`src/hw/timer16_pkg.sv`:
```
// Package with modes, constants, control struct and edge decode for the 16-bit timer
package timer16_pkg;

  typedef enum logic [1:0] {
    OP_STOP = 2'b00,
    OP_RESTART = 2'b01,
    OP_FREE = 2'b10,
    OP_CLEAR_MATCH = 2'b11
  } op_mode_e;

  typedef enum logic [1:0] {
    OS_IDLE = 2'b00,
    OS_WAIT = 2'b01,
    OS_ON = 2'b10
  } os_state_e;

  // Prescaler selections and terminal counts of the divider
  localparam logic [1:0] PRE_MAIN = 2'b00;
  localparam logic [1:0] PRE_DIV4 = 2'b01;
  localparam logic [7:0] DIV4_LAST = 8'h03;
  localparam logic [7:0] DIV256_LAST = 8'hFF;
  localparam logic [7:0] DIV_RESET = 8'h00;

  // Edge select encodings {edge_sel_high, edge_sel_low}
  localparam logic [1:0] EDGE_FALL = 2'b00;
  localparam logic [1:0] EDGE_RISE = 2'b01;
  localparam logic [1:0] EDGE_BOTH = 2'b11;

  localparam logic [15:0] COUNT_ZERO = 16'h0000;
  localparam logic [15:0] COUNT_ONE = 16'h0001;
  localparam logic [15:0] COUNT_MAX = 16'hFFFF;

  // Software-held configuration
  typedef struct packed {
    logic op_mode_bit_hi;
    logic op_mode_bit_lo;
    logic edge_sel_high;
    logic edge_sel_low;
    logic [1:0] prescale_edge_cfg;
    logic event_count;
    logic two_capture;
    logic oneshot_enable;
    logic output_enable_bit;
    logic toggle_on_match_a;
  } ctrl_s;

  // True when a filtered edge matches the selected edge kind
  function automatic logic edge_hit(input logic [1:0] sel, input logic rise, input logic fall);
    edge_hit = (rise && (sel == EDGE_RISE || sel == EDGE_BOTH)) ||
               (fall && (sel == EDGE_FALL || sel == EDGE_BOTH));
  endfunction : edge_hit

endpackage : timer16_pkg

```
`src/hw/timer16_unit.sv`:
```
// 16-bit timer: capture, event counting, square wave and one-shot output
`timescale 1ns/10ps
module timer16_unit
  import timer16_pkg::*;
(
  input wire logic clk,
  input wire logic resetn,
  input wire ctrl_s cfg,
  input wire logic oneshot_sw_trigger,
  input wire logic [15:0] wr_data,
  input wire logic wr_match_a,
  input wire logic wr_match_b,
  input wire logic wrap_clear,
  input wire logic trigger_in_a,
  output logic [15:0] up_counter,
  output logic [15:0] match_capture_a,
  output logic [15:0] match_capture_b,
  output logic match_a_irq,
  output logic match_b_irq,
  output logic wrap_flag,
  output logic timer_out
);

  op_mode_e op_mode;
  logic [1:0] edge_sel;
  logic [7:0] div_ff;
  logic count_en;
  logic run;
  logic rise;
  logic fall;
  logic trig_hit;
  logic inv_hit;
  logic tick;
  logic capture_mode;
  logic match_a;
  logic match_b;
  logic clear_a;
  logic os_start;
  logic restart_cap;
  logic cap_a;
  logic cap_b;
  logic wrap_ev;
  logic b_pend_ff;
  logic wrap_hold_ff;
  logic first_a_ff;
  logic os_on;
  logic os_off;
  os_state_e os_ff;

  assign op_mode = op_mode_e'({cfg.op_mode_bit_hi, cfg.op_mode_bit_lo});
  assign edge_sel = {cfg.edge_sel_high, cfg.edge_sel_low};
  assign run = (op_mode != OP_STOP);

  // Divider gives the count clock as a one-cycle enable
  always_ff @(posedge clk or negedge resetn) begin
    if (!resetn) begin
      div_ff <= DIV_RESET;
    end else if (!run || count_en) begin
      div_ff <= DIV_RESET;
    end else begin
      div_ff <= div_ff + 8'h01;
    end
  end

  always_comb begin
    unique case (cfg.prescale_edge_cfg)
      PRE_MAIN: count_en = 1'b1;
      PRE_DIV4: count_en = (div_ff == DIV4_LAST);
      default: count_en = (div_ff == DIV256_LAST);
    endcase
  end

  // Event counting samples on every main clock, capture on the count clock
  level_twice_filter u_filter (
    .clk(clk),
    .resetn(resetn),
    .sample_en(cfg.event_count ? 1'b1 : count_en),
    .enable(run),
    .level_in(trigger_in_a),
    .rise(rise),
    .fall(fall)
  );

  // Edge and match decode; the opposite edge exists for every select except both edges
  assign trig_hit = run && edge_hit(edge_sel, rise, fall);
  assign inv_hit = run && cfg.two_capture && (edge_sel != EDGE_BOTH) &&
                   edge_hit({1'b0, ~edge_sel[0]}, rise, fall);
  assign tick = run && (cfg.event_count ? trig_hit : count_en);
  assign capture_mode = !cfg.event_count && !cfg.oneshot_enable && (op_mode != OP_CLEAR_MATCH);
  assign match_a = tick && (up_counter == match_capture_a);
  assign match_b = tick && (up_counter == match_capture_b);
  assign clear_a = match_a && (op_mode == OP_CLEAR_MATCH);
  assign os_start = cfg.oneshot_enable && run && (os_ff == OS_IDLE) &&
                    (oneshot_sw_trigger || trig_hit);
  assign restart_cap = capture_mode && (op_mode == OP_RESTART) && trig_hit;
  assign cap_b = capture_mode && trig_hit;
  assign cap_a = capture_mode && (op_mode != OP_RESTART) && inv_hit;
  assign wrap_ev = tick && (up_counter == COUNT_MAX);
  assign os_on = (os_ff == OS_WAIT) && (match_a || match_b);
  assign os_off = (os_ff == OS_ON) && (first_a_ff ? match_b : match_a);

  // Counter: stop clears, trigger restarts, match clears, else count up
  always_ff @(posedge clk or negedge resetn) begin
    if (!resetn) begin
      up_counter <= COUNT_ZERO;
    end else if (!run) begin
      up_counter <= COUNT_ZERO;
    end else if (os_start || restart_cap) begin
      up_counter <= COUNT_ZERO;
    end else if (tick) begin
      up_counter <= clear_a ? COUNT_ZERO : up_counter + COUNT_ONE;
    end
  end

  // Capture wins over a software write landing in the same cycle
  always_ff @(posedge clk or negedge resetn) begin
    if (!resetn) begin
      match_capture_a <= COUNT_ZERO;
      match_capture_b <= COUNT_ZERO;
    end else begin
      if (cap_a) begin
        match_capture_a <= up_counter;
      end else if (wr_match_a) begin
        match_capture_a <= wr_data;
      end
      if (cap_b) begin
        match_capture_b <= up_counter;
      end else if (wr_match_b) begin
        match_capture_b <= wr_data;
      end
    end
  end

  // Capture interrupt is held back to the next count tick
  always_ff @(posedge clk or negedge resetn) begin
    if (!resetn) begin
      b_pend_ff <= 1'b0;
      match_b_irq <= 1'b0;
      match_a_irq <= 1'b0;
    end else begin
      b_pend_ff <= cap_b || (b_pend_ff && !count_en);
      match_b_irq <= (b_pend_ff && count_en) || (cfg.oneshot_enable && match_b);
      match_a_irq <= clear_a || (cfg.oneshot_enable && match_a);
    end
  end

  // Wrap flag: new wraps beat a clear; hold re-sets until the counter reaches one
  always_ff @(posedge clk or negedge resetn) begin
    if (!resetn) begin
      wrap_hold_ff <= 1'b0;
      wrap_flag <= 1'b0;
    end else begin
      wrap_hold_ff <= wrap_ev || (wrap_hold_ff && !tick && run);
      wrap_flag <= wrap_ev || wrap_hold_ff || (wrap_flag && !wrap_clear);
    end
  end

  // One-shot sequencer; the first match reached turns the pulse on
  always_ff @(posedge clk or negedge resetn) begin
    if (!resetn) begin
      os_ff <= OS_IDLE;
      first_a_ff <= 1'b0;
    end else if (!run || !cfg.oneshot_enable) begin
      os_ff <= OS_IDLE;
    end else begin
      unique case (os_ff)
        OS_IDLE: begin
          if (os_start) begin
            os_ff <= OS_WAIT;
          end
        end
        OS_WAIT: begin
          if (os_on) begin
            os_ff <= OS_ON;
            first_a_ff <= match_a;
          end
        end
        OS_ON: begin
          if (os_off) begin
            os_ff <= OS_IDLE;
          end
        end
        default: os_ff <= OS_IDLE;
      endcase
    end
  end

  // Pin drive; with the enable bit low the pin rests low
  always_ff @(posedge clk or negedge resetn) begin
    if (!resetn) begin
      timer_out <= 1'b0;
    end else if (!cfg.output_enable_bit) begin
      timer_out <= 1'b0;
    end else if (cfg.oneshot_enable) begin
      if (os_on) begin
        timer_out <= 1'b1;
      end else if (os_off) begin
        timer_out <= 1'b0;
      end
    end else if (cfg.toggle_on_match_a && clear_a) begin
      timer_out <= !timer_out;
    end
  end

  property p_square_clear;
    @(posedge clk) disable iff (!resetn)
      (run && !cfg.event_count && !cfg.oneshot_enable && op_mode == OP_CLEAR_MATCH
       && count_en && up_counter == match_capture_a) |=> (up_counter == COUNT_ZERO);
  endproperty
  a_square_clear: assert property (p_square_clear)
    else $error("counter not cleared on compare match");

  property p_event_inc;
    @(posedge clk) disable iff (!resetn)
      (cfg.event_count && !cfg.oneshot_enable && trig_hit && up_counter != match_capture_a)
      |=> (up_counter == $past(up_counter) + COUNT_ONE);
  endproperty
  a_event_inc: assert property (p_event_inc)
    else $error("event edge did not add one");

  property p_event_match;
    @(posedge clk) disable iff (!resetn)
      (cfg.event_count && op_mode == OP_CLEAR_MATCH && trig_hit
       && up_counter == match_capture_a) |=> (up_counter == COUNT_ZERO && match_a_irq);
  endproperty
  a_event_match: assert property (p_event_match)
    else $error("event match missing clear or interrupt");

  property p_wrap_set;
    @(posedge clk) disable iff (!resetn)
      (tick && up_counter == COUNT_MAX) |=> (wrap_flag && up_counter == COUNT_ZERO);
  endproperty
  a_wrap_set: assert property (p_wrap_set)
    else $error("rollover did not set wrap flag");

  // Watches the counter itself, so a broken hold or a clear that wins is caught
  property p_wrap_resist;
    @(posedge clk) disable iff (!resetn)
      ($past(tick) && $past(up_counter) == COUNT_MAX) |=> wrap_flag;
  endproperty
  a_wrap_resist: assert property (p_wrap_resist)
    else $error("early wrap clear took effect");

  property p_restart_cap;
    @(posedge clk) disable iff (!resetn)
      restart_cap |=> (up_counter == COUNT_ZERO && match_capture_b == $past(up_counter));
  endproperty
  a_restart_cap: assert property (p_restart_cap)
    else $error("restart edge did not capture and clear");

  property p_capture_irq;
    @(posedge clk) disable iff (!resetn)
      (cap_b && cfg.prescale_edge_cfg == PRE_MAIN) |=> match_capture_b == $past(up_counter)
      ##1 match_b_irq;
  endproperty
  a_capture_irq: assert property (p_capture_irq)
    else $error("capture or its delayed interrupt missing");

  property p_sw_start;
    @(posedge clk) disable iff (!resetn)
      (cfg.oneshot_enable && run && os_ff == OS_IDLE && oneshot_sw_trigger)
      |=> (up_counter == COUNT_ZERO && os_ff == OS_WAIT);
  endproperty
  a_sw_start: assert property (p_sw_start)
    else $error("software trigger did not clear and start");

  property p_square_toggle;
    @(posedge clk) disable iff (!resetn)
      (clear_a && !cfg.oneshot_enable && cfg.output_enable_bit && cfg.toggle_on_match_a)
      |=> (timer_out != $past(timer_out));
  endproperty
  a_square_toggle: assert property (p_square_toggle)
    else $error("timer output did not invert on match");

endmodule : timer16_unit

```
`src/hw/level_twice_filter.sv`:
```
// Two-sample glitch filter producing rise and fall pulses
`timescale 1ns/10ps
module level_twice_filter
  import timer16_pkg::*;
(
  input wire logic clk,
  input wire logic resetn,
  input wire logic sample_en,
  input wire logic enable,
  input wire logic level_in,
  output logic rise,
  output logic fall
);

  logic samp_ff;
  logic stable_ff;

  // A level is accepted only when two consecutive samples agree
  always_ff @(posedge clk or negedge resetn) begin
    if (!resetn) begin
      samp_ff <= 1'b0;
      stable_ff <= 1'b0;
      rise <= 1'b0;
      fall <= 1'b0;
    end else if (!enable) begin
      // Track level while stopped so re-enable does not see a false edge
      samp_ff <= level_in;
      stable_ff <= level_in;
      rise <= 1'b0;
      fall <= 1'b0;
    end else if (sample_en) begin
      samp_ff <= level_in;
      rise <= (samp_ff == level_in) && level_in && !stable_ff;
      fall <= (samp_ff == level_in) && !level_in && stable_ff;
      if (samp_ff == level_in) begin
        stable_ff <= level_in;
      end
    end else begin
      rise <= 1'b0;
      fall <= 1'b0;
    end
  end

  property p_single_sample_no_edge;
    @(posedge clk) disable iff (!resetn)
      (enable && sample_en && level_in && !samp_ff) |=> !rise;
  endproperty
  a_single_sample_no_edge: assert property (p_single_sample_no_edge)
    else $error("rise after a single high sample");

endmodule : level_twice_filter

```
`config.mk`:
```
export PLATFORM = sky130hd
export DESIGN_NAME = timer16_unit
export DESIGN_NICKNAME = d
export VERILOG_FILES = /design/src/hw/timer16_pkg.sv /design/src/hw/timer16_unit.sv /design/src/hw/level_twice_filter.sv
export SDC_FILE = /design/constraint.sdc
export NUM_CORES = 1
export LEC_CHECK = 0
export ABC_AREA = 1
export BUFFER_PORTS_ARGS = -buffer_cell sky130_fd_sc_hd__buf_2
export CAP_MARGIN = 20
export CORE_MARGIN = 3
export CORE_UTILIZATION = 50
export DETAILED_ROUTE_END_ITERATION = 10
export GPL_TIMING_DRIVEN = 0
export PLACE_DENSITY = 0.82
export SETUP_SLACK_MARGIN = 0.15
export SLEW_MARGIN = 0
export SYNTH_ARGS = -nofsm -noshare
export SYNTH_HDL_FRONTEND = slang
export SYNTH_SLANG_ARGS = --single-unit
```
`constraint.sdc`:
```
create_clock -name clk -period 4.11 [get_ports clk]
set_clock_uncertainty 0.05 [all_clocks]
set_input_delay 0.6165 -clock clk [delete_from_list [all_inputs] [get_ports clk]]
set_output_delay 0.6165 -clock clk [all_outputs]
set_load 0.1 [all_outputs]
```
==> impl_results.md <==
- Minimum clock period: 2.199 ns
- Mean routed wirelength per cell: 16.33 um
- Dpl cells: 678
- # resized after CTS: 0
- Synth warnings: 0
- Multi-input gate area: 0.001938 mm^2
- RSZ-0062 raised after global routing: false
- Comb power frac: 29.4%
- CP max FO: 5
- Crit Path Class: reg -> reg
- Register area: 0.001727 mm^2
- Worst Hold Class: in -> async
- Vias per std cell: 5.710
- Setup_tns: 0 ns
- P_leak: 2.326 nW
- Clock Power Share: 29.1%
- Die span in x: 95.67 um
- Crit path required time: 4.29 ns
- Seq pwr share: 41.5%
- Post-Syn Nets: 533
- Root Buffer: clkbuf_8
- Mapped Area: 0.004020 mm^2
- Initial antenna violation count: 0
- DRT iter0 DRCs: 411
- Hold buffer count at CTS: 0
- Slew @ Worst Pin: 0.8979 ns
- Share of cells above drive strength 1: 23.22%
- Final Power: 1.858 mW
- Grt ovf: 0
- Peak VDD IR: 204.7 uV
- Buf+Inv Stages, Crit Path: 1
- Ports: 86
- Worst Setup Start Kind: register
- DR vias: 3951
- # nets final: 627
- Max-slew headroom: 40.14%
- IO Port Bufs: 83
- Post-synthesis cell count: 493
- Vias in the first global route: 3776
- Critical Path Max Stage Delay: 0.46 ns
- Final WL: 11300 um
- Status: finished clean
- Tcrit/Tclk final: 53.50%
- CTS sink count: 69
- Register area share after synthesis: 42.95%
- Power per standard cell area: 391.5 mW/mm^2
- ANT cells: 0
- Core area: 0.007767 mm^2
- Final core occ: 61.10%
- Row cnt: 32
- Max-slew violations: 0
- Die footprint: 0.009152 mm^2
- Fmax: 454.8 MHz
- Cell-internal power: 1.133 mW
- Most used cell, CP: nand2_1
- Cts bufs inserted: 9
- Post-synth EDFFs: 0
- Synth unique cells: 39
- GRT Util Overall: 25.65%
- Async SR Flop Fraction: 100.0%
- MaxCap Viol Count: 0
- Post-DP HPWL: 8241 um
- Synth-to-Final Area Change: 18.05%
- GP Congestion: 0.9409
- First-pass GRT wire length: 18100 um
- Crit-path cells: inv_1 -> nand2_1 -> nand2_1 -> nand2_1 -> nor2_1 -> nand2_1 -> nor2_1 -> nand4_1 -> nand2_1 -> nand3_1 -> nand3_1 -> nand2_1 -> nand2_1 -> nand2_1
- CTS tree: done
- #FFs+latches synth: 69
- CTS max path bufs: 2
- Post-CTS Setup Bufs: 0
- Routed Antenna Nets: 0
- Critical Path End Type: register
- Die Ht: 95.67 um
- DRC viols: 0
- CP delay by family, top: simple AND/OR/NAND/NOR gates
- Non-Filler Instances: 692
- Worst-Skew Late Latency: 0.34 ns
- Endpoints failing setup: 0
- Clock transition at path regs: 0.08 ns
- Layout filler cell count: 705
- Final Hold Fails: 0
- Starting Density: 51.76%
- Syn Area/Cell: 8.154 um^2
- H-tree levels: 3
- Slowest cell on the critical path: dfrtp_1
- NetSw: 725.3 uW
- Switching part of the total power: 39.04%
- Worst Path Arrival: 2.38 ns
- Largest net degree at the start of global routing: 70
- Hold slack: 0.3528 ns
- Prevailing post-synth register cell: dfrtp_1
- Pre-antenna DRT Iters: 9
==> path summary, 6_finish.rpt <==
path	from	end	slack (ns)	cells past startpoint
max reg2reg	up_counter[8]$_DFFE_PN0P_	timer_out$_DFFE_PN0P_	1.91	14
min reg2reg	div_ff[0]$_DFF_PN0_	div_ff[0]$_DFF_PN0_	0.43	1
max	up_counter[8]$_DFFE_PN0P_	timer_out$_DFFE_PN0P_	1.91	14
min	resetn	up_counter[3]$_DFFE_PN0P_	0.35	1
max in group asynchronous	resetn	match_capture_a[0]$_DFFE_PN0P_	3.08	1
min in group clk	div_ff[0]$_DFF_PN0_	div_ff[0]$_DFF_PN0_	0.43	1
==> cells by family (layout without fill, tap and decap cells) <==
kind of cell | after synthesis | after routing | share of synthesized area, %
buf+inv | 89 | 186 | 8.839
simple gates | 246 | 246 | 30.28
xor+xnor | 27 | 27 | 5.882
compound gates | 55 | 55 | 9.897
fa+ha+maj | 6 | 6 | 1.867
flops | 69 | 69 | 42.95
mux | 1 | 1 | 0.2801
==> cell usage in the layout, fill, tap and decap left out, types with 2 or more instances in the layout <==
master / n
ha_1: 6
nor2_4: 5
nor3_2: 4
o21ai_0: 9
nor2_2: 3
nand3_1: 64
clkbuf_8: 10
inv_1: 62
or2_2: 2
o221ai_1: 24
nand2_1: 94
buf_2: 83
inv_2: 8
buf_1: 3
xnor2_1: 17
a21oi_1: 9
buf_6: 2
xor2_1: 10
clkbuf_2: 2
clkbuf_1: 11
nand4_1: 10
nand2_2: 4
nor2_1: 43
dfrtp_1: 69
o21ai_1: 2
o211ai_1: 9
nor3_1: 6
nand4_4: 2
nand2_4: 3
==> cells in the mapped netlist (2+ instances only) <==
cell | n | area, um^2
nand2_1 | 94 | 352.8
dfrtp_1 | 69 | 1727
nand3_1 | 64 | 320.3
inv_1 | 62 | 232.7
nor2_1 | 43 | 161.4
o221ai_1 | 24 | 210.2
xnor2_1 | 17 | 148.9
nand4_1 | 10 | 62.56
xor2_1 | 10 | 87.58
a21oi_1 | 9 | 45.04
clkbuf_1 | 9 | 33.78
o211ai_1 | 9 | 67.56
o21ai_0 | 9 | 45.04
inv_2 | 8 | 30.03
ha_1 | 6 | 75.07
nor3_1 | 6 | 30.03
nor2_4 | 5 | 56.30
nand2_2 | 4 | 25.02
nor3_2 | 4 | 40.04
buf_1 | 3 | 11.26
nand2_4 | 3 | 33.78
nor2_2 | 3 | 18.77
buf_6 | 2 | 22.52
clkbuf_2 | 2 | 10.01
nand4_4 | 2 | 42.54
o21ai_1 | 2 | 10.01
or2_2 | 2 | 12.51
==> layer usage <==
| metal | share of wire, % | wire [um] | vias up | global-route usage (%) |
|---|---|---|---|---|
| met5 | 0 | 0 | - | 0 |
| met4 | 2.4 | 267 | 0 | 9.716 |
| met3 | 9.5 | 1077 | 34 | 4.499 |
| met2 | 48 | 5377 | 238 | 42.39 |
| met1 | 41 | 4578 | 1859 | 33.52 |
| li1 | - | - | 1820 | - |
==> power by group through the flow <==
stage	combinational [mW]	clock (mW)	sequential, mW
2_1_floorplan	0.168	0	1.03
3_3_place_gp	0.533	0	0.779
3_5_place_dp	0.544	0	0.783
4_1_cts	0.545	0.538	0.770
5_1_grt	0.584	0.573	0.776
6_report	0.546	0.540	0.772
==> state kept, by name, indices dropped and copies added (netlist names) <==
name                count
first_a_ff              1
b_pend_ff               1
os_ff                   2
match_a_irq             1
u_filter.stable_ff      1
u_filter.rise           1
u_filter.samp_ff        1
up_counter             16
u_filter.fall           1
div_ff                  8
match_capture_a        16
timer_out               1
wrap_flag               1
wrap_hold_ff            1
match_b_irq             1
match_capture_b        16
==> cell type report <==
class / count / share of cell area [%]
multi-input combinational: 335 / 40.84
sequential: 69 / 36.38
timing repair buffer: 83 / 8.806
inverter: 72 / 5.747
clock buffer: 12 / 3.058
tap: 102 / 2.689
buffer: 17 / 1.740
clock inverter: 2 / 0.7382
==> through the flow <==
| stage | cell area [um^2] | setup WS [ns] |
|---|---|---|
| finish | 4746 | 1.911 |
| global route | 4746 | 1.714 |
| CTS | 4746 | 1.931 |
| detailed placement | 4566 | 1.636 |
| global placement | 4563 | 1.692 |
| floorplan | 4020 | 1.636 |
Power figures use the tool's default switching activity.
